--- src/hdl/smc_pkg.sv ---
// constants and types for the serial flash mode controller
package smc_pkg;

    localparam int unsigned BYTE_W    = 8;
    localparam int unsigned BITCNT_W  = 3;
    localparam int unsigned SYNC_W    = 2;
    localparam logic [BITCNT_W-1:0] BITCNT_LAST  = 3'h7;
    localparam logic [BITCNT_W-1:0] BITCNT_RST   = 3'h0;
    localparam logic [BITCNT_W-1:0] BITCNT_ONE   = 3'h1;
    localparam logic [BYTE_W-1:0]   BYTE_RST     = 8'h00;
    localparam logic [SYNC_W-1:0]   SYNC_RST     = 2'h0;
    // the data pin idles high through its pull-up, so the sampler starts high
    localparam logic [SYNC_W-1:0]   SYNC_HIGH    = 2'h3;

    // held interrupt group: one bit per request source
    typedef struct packed {
        logic ext1;
        logic ext0;
        logic nmi;
    } smc_irq_t;

    localparam smc_irq_t IRQ_NONE = 3'h0;

    typedef enum logic [1:0] {
        ST_IDLE   = 2'b01,
        ST_ACTIVE = 2'b10
    } smc_state_t;

    typedef enum logic [1:0] {
        EXIT_NONE   = 2'h0,
        EXIT_DONE   = 2'h1,
        EXIT_RESET  = 2'h2,
        EXIT_ENABLE = 2'h3
    } smc_exit_t;

    // serial data pin as two signals; oe_n low while the device drives
    typedef struct packed {
        logic dat;
        logic oe_n;
    } smc_pin_out_t;

endpackage : smc_pkg

--- src/hdl/smc_serial_mode_ctrl.sv ---
// serial programming mode entry, exit and link shifter for the on-chip flash
// Function
// - device enters serial mode on first programmer clock under permitted CPU states.
// - entry only while the serial mode enable pin is high.
// - during serial mode, NMI and external interrupt 0 and 1 are held pending.
// - releasing reset during a session entered from reset exits serial mode at once, aborting.
// - low level on the enable pin exits serial mode at once.
// - normal completion of an operation exits serial mode by itself.
// - held interrupts release stop mode when the operation finishes.
// - link is one clock input from the programmer and one two-way data pin.
// - entry from stop leaves RAM, timers and peripherals unchanged.
module smc_serial_mode_ctrl
    import smc_pkg::*;
(
    input  wire logic              clk_sys_in,
    input  wire logic              rst_n_in,
    input  wire logic              programmer_serial_clock_in,
    input  wire logic              programmer_serial_data_in,
    output      smc_pin_out_t      programmer_serial_data_out,
    input  wire logic              serial_mode_enable_pin_in,
    input  wire logic              mode_entry_high_voltage_pin_in,
    input  wire logic              cpu_reset_held_in,
    input  wire logic              cpu_stop_in,
    input  wire logic              op_done_in,
    input  wire logic [BYTE_W-1:0] tx_byte_in,
    input  wire logic              tx_load_in,
    output      logic              tx_ready_out,
    output      logic [BYTE_W-1:0] rx_byte_out,
    output      logic              rx_valid_out,
    input  wire smc_irq_t          irq_req_in,
    input  wire smc_irq_t          pend_clear_in,
    output      smc_irq_t          irq_to_cpu_out,
    output      smc_irq_t          irq_pending_out,
    output      logic              serial_mode_out,
    output      logic              periph_hold_out,
    output      logic              stop_release_out,
    output      logic              op_abort_out,
    output      logic              op_end_out
);

    ////////////////////////////////////////////////////////////////////////
    // state

    typedef struct packed {
        smc_state_t           state;
        logic [SYNC_W-1:0]    clk_sync;
        logic [SYNC_W-1:0]    dat_sync;
        logic [SYNC_W-1:0]    en_sync;
        logic [SYNC_W-1:0]    hv_sync;
        logic                 clk_prev;
        logic                 from_reset;
        smc_irq_t             pend;
        logic [BYTE_W-1:0]    rx_shift;
        logic [BITCNT_W-1:0]  rx_cnt;
        logic [BYTE_W-1:0]    rx_byte;
        logic                 rx_valid;
        logic [BYTE_W-1:0]    tx_shift;
        logic [BITCNT_W-1:0]  tx_cnt;
        logic                 tx_busy;
        smc_exit_t            exit_cause;
        logic                 stop_release;
    } smc_regs_t;

    localparam smc_regs_t REGS_RST = '{
        state:        ST_IDLE,
        clk_sync:     SYNC_RST,
        dat_sync:     SYNC_HIGH,
        en_sync:      SYNC_RST,
        hv_sync:      SYNC_RST,
        clk_prev:     1'b0,
        from_reset:   1'b0,
        pend:         IRQ_NONE,
        rx_shift:     BYTE_RST,
        rx_cnt:       BITCNT_RST,
        rx_byte:      BYTE_RST,
        rx_valid:     1'b0,
        tx_shift:     BYTE_RST,
        tx_cnt:       BITCNT_RST,
        tx_busy:      1'b0,
        exit_cause:   EXIT_NONE,
        stop_release: 1'b0
    };

    smc_regs_t q;
    smc_regs_t d;

    logic sclk_rise;
    logic sclk_fall;
    logic enable_lvl;
    logic hv_lvl;
    logic dat_lvl;
    logic cpu_parked;

    function automatic logic is_active(input smc_state_t st);
        return st == ST_ACTIVE;
    endfunction : is_active

    ////////////////////////////////////////////////////////////////////////
    // next state

    always_comb begin
        d = q;

        // two-flop samplers; the logic reads only the second stage
        d.clk_sync = {q.clk_sync[0], programmer_serial_clock_in};
        d.dat_sync = {q.dat_sync[0], programmer_serial_data_in};
        d.en_sync  = {q.en_sync[0], serial_mode_enable_pin_in};
        d.hv_sync  = {q.hv_sync[0], mode_entry_high_voltage_pin_in};
        d.clk_prev = q.clk_sync[1];

        sclk_rise  = q.clk_sync[1] & ~q.clk_prev;
        sclk_fall  = ~q.clk_sync[1] & q.clk_prev;
        enable_lvl = q.en_sync[1];
        hv_lvl     = q.hv_sync[1];
        dat_lvl    = q.dat_sync[1];
        cpu_parked = cpu_reset_held_in | cpu_stop_in;

        d.rx_valid     = 1'b0;
        d.stop_release = 1'b0;
        d.exit_cause   = EXIT_NONE;

        // a request landing in the clear cycle survives: set wins
        d.pend = q.pend & ~pend_clear_in;
        if (is_active(q.state)) begin
            d.pend = d.pend | irq_req_in;
        end

        case (q.state)
            ST_IDLE: begin
                d.rx_cnt  = BITCNT_RST;
                d.tx_cnt  = BITCNT_RST;
                d.tx_busy = 1'b0;
                // the first programmer clock edge is the start of the operation
                if (sclk_rise && hv_lvl && enable_lvl && cpu_parked) begin
                    d.state      = ST_ACTIVE;
                    d.from_reset = cpu_reset_held_in;
                    d.rx_shift   = {q.rx_shift[BYTE_W-2:0], dat_lvl};
                    d.rx_cnt     = BITCNT_ONE;
                end
            end
            ST_ACTIVE: begin
                if (!enable_lvl) begin
                    d.state      = ST_IDLE;
                    d.exit_cause = EXIT_ENABLE;
                    d.tx_busy    = 1'b0;
                end else if (q.from_reset && !cpu_reset_held_in) begin
                    // flash contents are suspect after this abort
                    d.state      = ST_IDLE;
                    d.exit_cause = EXIT_RESET;
                    d.tx_busy    = 1'b0;
                end else if (op_done_in) begin
                    d.state        = ST_IDLE;
                    d.exit_cause   = EXIT_DONE;
                    d.tx_busy      = 1'b0;
                    d.stop_release = (|d.pend) & cpu_stop_in;
                end else begin
                    if (sclk_rise) begin
                        d.rx_shift = {q.rx_shift[BYTE_W-2:0], dat_lvl};
                        d.rx_cnt   = q.rx_cnt + BITCNT_ONE;
                        if (q.rx_cnt == BITCNT_LAST) begin
                            d.rx_byte  = {q.rx_shift[BYTE_W-2:0], dat_lvl};
                            d.rx_valid = 1'b1;
                        end
                    end
                    // reply bits change on the falling edge, sampled on the rise
                    if (!q.tx_busy && tx_load_in) begin
                        d.tx_shift = tx_byte_in;
                        d.tx_cnt   = BITCNT_RST;
                        d.tx_busy  = 1'b1;
                    end else if (q.tx_busy && sclk_fall) begin
                        d.tx_shift = {q.tx_shift[BYTE_W-2:0], 1'b1};
                        d.tx_cnt   = q.tx_cnt + BITCNT_ONE;
                        if (q.tx_cnt == BITCNT_LAST) begin
                            d.tx_busy = 1'b0;
                        end
                    end
                end
            end
            default: begin
                d.state = ST_IDLE;
            end
        endcase
    end

    ////////////////////////////////////////////////////////////////////////
    // registers

    always_ff @(posedge clk_sys_in) begin
        if (!rst_n_in) begin
            q <= REGS_RST;
        end else begin
            q <= d;
        end
    end

    ////////////////////////////////////////////////////////////////////////
    // outputs

    // the pin is driven only while a reply byte is shifting out
    assign programmer_serial_data_out.dat  = q.tx_shift[BYTE_W-1];
    assign programmer_serial_data_out.oe_n = ~q.tx_busy;

    assign tx_ready_out    = is_active(q.state) & ~q.tx_busy;
    assign rx_byte_out     = q.rx_byte;
    assign rx_valid_out    = q.rx_valid;
    assign serial_mode_out = is_active(q.state);

    // gated off while the session runs, then delivered from the held copy
    assign irq_to_cpu_out  = is_active(q.state) ? IRQ_NONE
                                                : (irq_req_in | q.pend);
    assign irq_pending_out = q.pend;

    // a stop-mode session must not disturb RAM, timers or peripherals
    assign periph_hold_out  = is_active(q.state) & ~q.from_reset;
    assign stop_release_out = q.stop_release;
    assign op_abort_out     = (q.exit_cause == EXIT_RESET) | (q.exit_cause == EXIT_ENABLE);
    assign op_end_out       = (q.exit_cause == EXIT_DONE);

endmodule : smc_serial_mode_ctrl

--- config.mk ---
export PLATFORM = sky130hd
export DESIGN_NAME = smc_serial_mode_ctrl
export DESIGN_NICKNAME = d
export VERILOG_FILES = /design/src/hdl/smc_pkg.sv /design/src/hdl/smc_serial_mode_ctrl.sv
export SDC_FILE = /design/constraint.sdc
export NUM_CORES = 1
export LEC_CHECK = 0
export ABC_AREA = 0
export BUFFER_PORTS_ARGS = -buffer_cell sky130_fd_sc_hd__buf_2
export CORE_ASPECT_RATIO = 1.5
export CORE_MARGIN = 3
export CORE_UTILIZATION = 41
export DETAILED_ROUTE_END_ITERATION = 10
export PLACE_DENSITY = 0.74
export SKIP_LAST_GASP = 1
export SLEW_MARGIN = 20
export SYNTH_ARGS = -nofsm -noshare
export SYNTH_HDL_FRONTEND = slang
export SYNTH_SLANG_ARGS = --single-unit
--- constraint.sdc ---
create_clock -name clk_sys_in -period 3.5 [get_ports clk_sys_in]
set_input_delay 0.7 -clock clk_sys_in [delete_from_list [all_inputs] [get_ports clk_sys_in]]
set_output_delay 0.7 -clock clk_sys_in [all_outputs]
set_load 0.05 [all_outputs]
==> impl_metrics.json, run 1 <==
{
  "status": "completed",
  "critPathArrivalTime_ps": 1590,
  "clock_sinks": 49,
  "min_to": "dat_lvl",
  "dieArea_um2": 6230,
  "worst-r2r-setup-slack_ps": 1400,
  "cp_cell_sequence": "inv_1 > ha_1 > nor2b_1 > buf_2",
  "reg2reg_from": "q[48]",
  "p_per_area_nw_per_um2": 400,
  "ctsResizeCount": 0,
  "drtAntennaViolNets": 0,
  "yosys.area.top_type": "dfxtp_1",
  "ir_drop_uv": 221,
  "cp_max_fo": 15,
  "dpl_worst_slack_ps": 1300,
  "critPathLaunchType": "flop",
  "port_buffers": 46,
  "clock_skew_ps": 3.17,
  "yosysMostFrequentCell": "dfxtp_1",
  "min_period_over_period": 0.654,
  "path_class": "reg -> out",
  "finalSetupViolations": 0,
  "r2r-end": "q[24]",
  "grt_max_degree": 26,
  "cts_root_buf": "clkbuf_8",
  "clk_path_buf_depth": 2,
  "r2r_cells": 6,
  "required_ps": 2800,
  "start_util": 0.438,
  "hold_path_class": "reg -> reg",
  "drt_iter0_drc": 34,
  "fin_util": 0.486,
  "grt_pass1_wl_um": 6850,
  "route.detailed.drc": 0,
  "drv_cap": 0,
  "p_leak_nw": 1.14,
  "dp_hpwl_um": 2860,
  "min_from": "d[45]",
  "yosys-top-cells-area": "dfxtp_1 45%, nand2_1 6.6%, buf_4 5.2%, a21oi_1 3.7%, mux2i_1 3.7%",
  "synth_area_um2": 2170,
  "design_area_um2": 2410,
  "max_freq_mhz": 437,
  "drv_slew": 0,
  "grt_setup_unrepaired": "no",
  "grt_pass1_vias": 1653,
  "worst_slew_pin_slew_ps": 723,
  "fp.dieH_um": 95.2,
  "yosysWarnings": 0,
  "cp.buffers_inverters": 2,
  "synth_edf_count": 0,
  "cts_setup_buffers": 0,
  "nets": 302,
  "clk_latency_ps": 300,
  "gp_routability_congestion": 0.763,
  "finalPower_mw": 0.964,
  "setup_slack_ps": 1210,
  "finalCriticalPeriod_ps": 2290,
  "placed_cell_area_um2": 2310,
  "endpoint_kind": "primary output",
  "ys_types": 37,
  "cts_tree": "yes",
  "max_stage_delay_ps": 430,
  "async_flop_share": 0,
  "cts_hold_buf": 0,
  "ioPinCount": 47,
  "path_clk_slew_ps": 80,
  "hold_viol_final": 0,
  "htree_num_levels": 2,
  "chipWidth_um": 65.4,
  "wl_per_cell_um": 11.4,
  "cts-buffers-inserted": 5,
  "ys_seq_area_frac": 0.451,
  "grt_antenna_before_repair": 0,
  "syn_inst": 247,
  "synth_ff_type": "dfxtp_1",
  "hold_depth": 1,
  "worst_path_max_delay_cell": "ha_1",
  "firstDrtPassIters": 4,
  "cp_top_family": "adder cells",
  "ys_top_cells_by_count": "49 x dfxtp_1, 38 x nand2_1, 21 x nor2_1",
  "syn_to_final_growth_pct": 11.1,
  "drive_gt1_frac": 0.220,
  "via_count": 1689,
  "coreArea_um2": 4960,
  "relSlewSlack": 0.514,
  "synth_top_area_frac": 0.451,
  "ys_ff_latch": 49,
  "wl_um": 3850,
  "grt_use_total": 0.139,
  "fin_tns_setup_ps": 0,
  "vias_per_cell": 4.98,
  "rows": 31,
  "syn_avg_cell_area_um2": 8.80,
  "syn_nets": 277,
  "antenna_cells": 0,
  "grt_overflow_total": 0
}
## worst max-delay path by stage
stage / from / end / slack, ps / cells after the start
after global placement: tx_load_in / q[11] / 1380 / 6
after detailed placement: tx_load_in / programmer_serial_data_out[1] / 1300 / 6
after CTS: q[48] / tx_ready_out / 1210 / 4
after floorplan: q[48] / periph_hold_out / 870 / 4
after global routing: q[48] / tx_ready_out / 1050 / 4
final: q[48] / tx_ready_out / 1210 / 4
## report_power, final
group | switching, mW | internal [mW]
registers | 0.00313 | 0.561
logic | 0.0277 | 0.0179
clock network | 0.176 | 0.179
## per-stage QoR
step	hold WS, ps	instances
2_1_floorplan	386	247
3_3_place_gp	393	331
3_5_place_dp	402	331
4_1_cts	430	339
5_1_grt	443	339
6_report	415	339
## sequential cells by signal, indices dropped and copies added (netlist names)
register	flops
d	5
dat_lvl	1
enable_lvl	1
hv_lvl	1
irq_pending_out	3
programmer_serial_data_out	1
q	27
rx_byte_out	8
rx_valid_out	1
stop_release_out	1
## logic make-up after synthesis
| group | Yosys count | share of synthesized area |
|---|---|---|
| AO/OA/AOI/OAI | 44 | 0.141 |
| adder cells (fa/ha/maj) | 6 | 0.0345 |
| buffers and inverters | 37 | 0.0990 |
| flip-flops | 49 | 0.451 |
| multiplexers | 8 | 0.0368 |
| AND/OR/NAND/NOR | 103 | 0.237 |
## placed cells by master, fill, tap and decap left out, types with 2 or more instances in the layout
cell type	Yosys	routed
dfxtp_1	49	49
nand3b_1	4	4
and3_1	2	2
ha_1	6	6
o211ai_1	2	2
nand2_1	38	38
buf_2	4	46
clkbuf_8	0	7
buf_4	15	2
nand2b_1	4	4
nor2_1	21	21
o21bai_1	6	6
a311oi_1	8	8
mux2i_1	8	8
and2_1	7	7
nand4_1	4	4
a22oi_1	3	3
a21oi_1	16	16
nand3_1	12	12
nor2b_1	5	5
inv_1	6	6
o21ai_0	2	2
## routing by layer
metal	GRT usage	vias to the layer above	part of all wire
met4	0.0761	0	0.019
met1	0.145	774	0.42
met2	0.254	27	0.53
met5	0	-	0
li1	-	880	-
met3	0.0283	8	0.037
## layout make-up
class                           count  area [um2]
Fill cell                         533        2550
Sequential cell                    49         981
Multi-Input combinational cell    161         977
Timing Repair Buffer               48         245
Clock buffer                        7        96.3
Tap cell                           66        82.6
Inverter                            7        26.3
Clock inverter                      1        5.00
(Power assumes the default switching activity.)
==> run 2: changes to the inputs <==
PLACE_DENSITY = 0.76   (was 0.74)
clock period = 2.1 ns   (was 3.5 ns; I/O delays follow)
==> run 2 against run 1 <==
  * Combinational power grew 71%
  * Total power grew 59%
  * Sequential share of layout area shrank 0.40 points
  * Wire length grew 5.6%
  * Non-clock buffer count grew 5
  * Clock power grew 46%
  * Sequential power grew 67%
==> impl_metrics.json, run 2 (synthesis results as in run 1) <==
{
  "relSlewSlack": 0.734,
  "cts-buffers-inserted": 5,
  "hold_path_class": "in -> reg",
  "start_util": 0.438,
  "clock_skew_ps": 5.81,
  "clk_path_buf_depth": 2,
  "cts_root_buf": "clkbuf_8",
  "dpl_worst_slack_ps": 358,
  "finalCriticalPeriod_ps": 1890,
  "htree_num_levels": 2,
  "chipWidth_um": 65.4,
  "ctsResizeCount": 0,
  "grt_setup_unrepaired": "no",
  "worst_slew_pin_slew_ps": 399,
  "max_freq_mhz": 528,
  "setup_slack_ps": 207,
  "ir_drop_uv": 502,
  "drv_slew": 0,
  "finalSetupViolations": 0,
  "gp_routability_congestion": 0.791,
  "antenna_cells": 0,
  "fin_hold_ws_ps": 306,
  "wl_per_cell_um": 11.8,
  "final_common_cell": "dfxtp_1",
  "path_clk_slew_ps": 80,
  "grt_pass1_vias": 1632,
  "grt_antenna_before_repair": 0,
  "grt_overflow_total": 0,
  "via_count": 1719,
  "r2r_cells": 6,
  "min_period_over_period": 0.901,
  "cts_tree": "yes",
  "ioPinCount": 47,
  "p_leak_nw": 1.16,
  "wl_um": 4070,
  "worst-r2r-setup-slack_ps": 360,
  "drv_cap": 0,
  "cts_hold_buf": 0,
  "vias_per_cell": 5.00,
  "firstDrtPassIters": 4,
  "finalPower_mw": 1.54,
  "grt_max_degree": 25,
  "grt_pass1_wl_um": 7110,
  "clock_sinks": 49,
  "cts_setup_buffers": 0,
  "reg2reg_from": "q[48]",
  "p_per_area_nw_per_um2": 630,
  "clk_latency_ps": 300,
  "cp_cell_sequence": "inv_1 > ha_1 > buf_4 > nor2_1 > buf_2",
  "nets": 307,
  "grt_use_total": 0.145,
  "syn_to_final_growth_pct": 12.1,
  "hold_viol_final": 0,
  "fp.dieH_um": 95.2,
  "drive_gt1_frac": 0.237,
  "route.detailed.drc": 0,
  "required_ps": 1680,
  "dp_hpwl_um": 3000,
  "drtAntennaViolNets": 0,
  "regMostFlops": "q",
  "cp_max_fo": 11,
  "endpoint_kind": "primary output",
  "dieArea_um2": 6230,
  "hold_depth": 2,
  "coreArea_um2": 4960,
  "r2r-end": "q[29]",
  "critPathArrivalTime_ps": 1470,
  "max_stage_delay_ps": 350,
  "status": "completed",
  "fin_tns_setup_ps": 0,
  "worst_path_max_delay_cell": "dfxtp_1",
  "critPathLaunchType": "flop",
  "path_class": "reg -> out",
  "largest_reg_flops": 27,
  "min_to": "d[45]",
  "min_from": "programmer_serial_data_in",
  "drt_iter0_drc": 70,
  "rows": 31,
  "layout_common_cells": "49 x dfxtp_1, 46 x buf_2, 38 x nand2_1, 21 x nor2_1, 16 x a21oi_1",
  "port_buffers": 46
}
==> run 2: cell types whose count changed in the layout (fill, tap and decap cells not counted), sizes merged <==
| cell | change |
|---|---|
| clkinv | +1 |
| buf | +5 |
| clkbuf | -1 |
==> run 2: through the flow <==
stage | area (um2) | utilization | instances
2_1_floorplan | 2180 | - | 247
3_3_place_gp | 2350 | 0.474 | 336
3_5_place_dp | 2350 | 0.474 | 336
4_1_cts | 2440 | 0.491 | 344
5_1_grt | 2440 | 0.491 | 344
6_report | 2440 | 0.491 | 344
==> run 2: area by class of cell <==
class                   count  area, um2
clock inverters             2       10.0
fillers                   520       2530
flip-flops and latches     49        981
well taps                  66       82.6
multi-input cells         161        982
repair buffers             53        283
clock buffers               6       72.6
inverters                   7       26.3
==> run 2: worst max path at each step <==
stage | from | to | slack, ps | cells after the start
finish | q[48] | irq_to_cpu_out[0] | 210 | 5
CTS | q[48] | irq_to_cpu_out[0] | 190 | 5
detailed placement | q[48] | q[29] | 360 | 6
floorplan | q[48] | irq_to_cpu_out[0] | -30 | 4
global route | q[48] | irq_to_cpu_out[0] | 80 | 5
global placement | op_done_in | q[28] | 440 | 5
==> run 2: power by group <==
part | switching (mW) | internal (mW) | total, mW
combinational | 0.0469 | 0.0312 | 0.0781
sequential | 0.00521 | 0.936 | 0.941
clock | 0.285 | 0.231 | 0.516
total | 0.337 | 1.20 | 1.54
==> run 2: worst max-delay path, delay by kind of cell, from the launching register on <==
kind	cells	cell delay (ps)
adders and majority gates	1	220
and+or+nand+nor	1	110
buffers and inverters	3	500
DFF	1	350
==> run 2: per-layer routing <==
metal,track usage,share of wire,up-vias
li1,-,-,890
met1,0.157,0.41,793
met2,0.268,0.54,30
met3,0.0389,0.040,6
met4,0.0502,0.013,0
met5,0,0,-
==> run 3: changes to the inputs <==
CORE_MARGIN = 2   (was 3)
REMOVE_ABC_BUFFERS = 1   (was unset)
==> run 3 against run 2 <==
  * Clock-buffer cell count shrank 1
  * Maximum frequency is essentially flat
  * Critical path depth is the same
  * Combinational power grew 1%
  * Clock power grew 29%
  * Total power grew 9.9%
  * Sequential power is essentially flat
  * Die area shrank 5.1%
==> impl_metrics.json, run 3 (synthesis results as in run 1) <==
{
  "dpl_worst_slack_ps": 252,
  "grt_use_total": 0.148,
  "chipWidth_um": 63.4,
  "dieArea_um2": 5910,
  "placed_cell_area_um2": 2340,
  "relSlewSlack": 0.596,
  "htree_num_levels": 2,
  "dp_hpwl_um": 2910,
  "required_ps": 1680,
  "drv_cap": 0,
  "ir_drop_uv": 453,
  "regMostFlops": "q",
  "grt_max_degree": 25,
  "ioPinCount": 47,
  "coreArea_um2": 5120,
  "drv_slew": 0,
  "fin_tns_setup_ps": 0,
  "nets": 306,
  "antenna_cells": 0,
  "route.detailed.drc": 0,
  "fin_hold_ws_ps": 292,
  "post-place-cells": 337,
  "finalSetupViolations": 0,
  "drt_iter0_drc": 32,
  "cts-buffers-inserted": 5,
  "gp_routability_congestion": 0.815,
  "path_class": "reg -> out",
  "ctsResizeCount": 0,
  "wl_um": 4010,
  "min_period_over_period": 0.902,
  "via_count": 1719,
  "firstDrtPassIters": 4,
  "r2r_cells": 6,
  "reg2reg_from": "q[48]",
  "cp_max_fo": 11,
  "drive_gt1_frac": 0.231,
  "cts_root_buf": "clkbuf_8",
  "hold_viol_final": 0,
  "r2r-end": "q[24]",
  "cts_tree": "yes",
  "grt_overflow_total": 0,
  "critPathLaunchType": "flop",
  "grt_pass1_vias": 1640,
  "p_leak_nw": 1.17,
  "clk_latency_ps": 300,
  "path_clk_slew_ps": 90,
  "layout_common_cells": "49 x dfxtp_1, 46 x buf_2, 38 x nand2_1, 21 x nor2_1, 16 x a21oi_1",
  "clock_sinks": 49,
  "critPathArrivalTime_ps": 1470,
  "fp.dieH_um": 93.2,
  "vias_per_cell": 4.98,
  "design_area_um2": 2460,
  "worst-r2r-setup-slack_ps": 280,
  "worst_slew_pin_slew_ps": 605,
  "syn_to_final_growth_pct": 13.1,
  "setup_slack_ps": 206,
  "grt_setup_unrepaired": "no",
  "endpoint_kind": "primary output",
  "clk_path_buf_depth": 2,
  "final_common_cell": "dfxtp_1",
  "stdcell_count": 345,
  "startpoint": "q[48]",
  "clock_skew_ps": 13.3,
  "grt_pass1_wl_um": 6990,
  "cts_hold_buf": 0,
  "largest_reg_flops": 27,
  "drtAntennaViolNets": 0,
  "port_buffers": 46,
  "grt_antenna_before_repair": 0,
  "hold_path_class": "in -> reg",
  "crit_path_end": "periph_hold_out",
  "rows": 32,
  "cts_setup_buffers": 0,
  "status": "completed",
  "p_per_area_nw_per_um2": 686,
  "start_util": 0.424,
  "wl_per_cell_um": 11.6,
  "max_freq_mhz": 528,
  "finalCriticalPeriod_ps": 1890
}
run 3: through the flow:
stage                     total power [mW]   util
after floorplan                      0.998      -
after global placement                1.04  0.458
after detailed placement              1.04  0.458
after CTS                             1.71  0.479
after global routing                  1.77  0.479
final                                 1.69  0.479
run 3: critical path, stage by stage (launching register included):
cell     delay (ps)
dfxtp_1         330
inv_1            50
ha_1            190
buf_4           190
nor2b_1         140
buf_2           270
run 3: area by class of cell:
cell class	instances	area (um2)
Clock inverter	3	43.8
Timing Repair Buffer	52	275
Fill cell	544	2670
Multi-Input combinational cell	161	977
Inverter	7	26.3
Sequential cell	49	981
Clock buffer	5	68.8
Tap cell	68	85.1
run 3: how the worst min path moves through the flow:
stage / startpoint / end / slack (ps) / depth (start not counted)
after floorplan: d[45] / dat_lvl / 390 / 1
after global placement: d[45] / dat_lvl / 400 / 1
after detailed placement: d[45] / dat_lvl / 400 / 1
after CTS: programmer_serial_data_in / d[45] / 280 / 2
after global routing: programmer_serial_data_in / d[45] / 300 / 2
final: programmer_serial_data_in / d[45] / 290 / 2
run 3: report_power, final:
group	leakage [nW]	total (mW)	internal [mW]	switching [mW]
Sequential	0.396	0.941	0.936	0.00533
Clock	0.0585	0.667	0.357	0.310
Combinational	0.713	0.0790	0.0312	0.0478
run 3: per-layer routing:
layer	GRT usage	share of wire	vias up
li1	-	-	888
met1	0.159	0.41	799
met2	0.282	0.54	28
met3	0.0217	0.028	4
met4	0.0652	0.018	0
met5	0	0	-
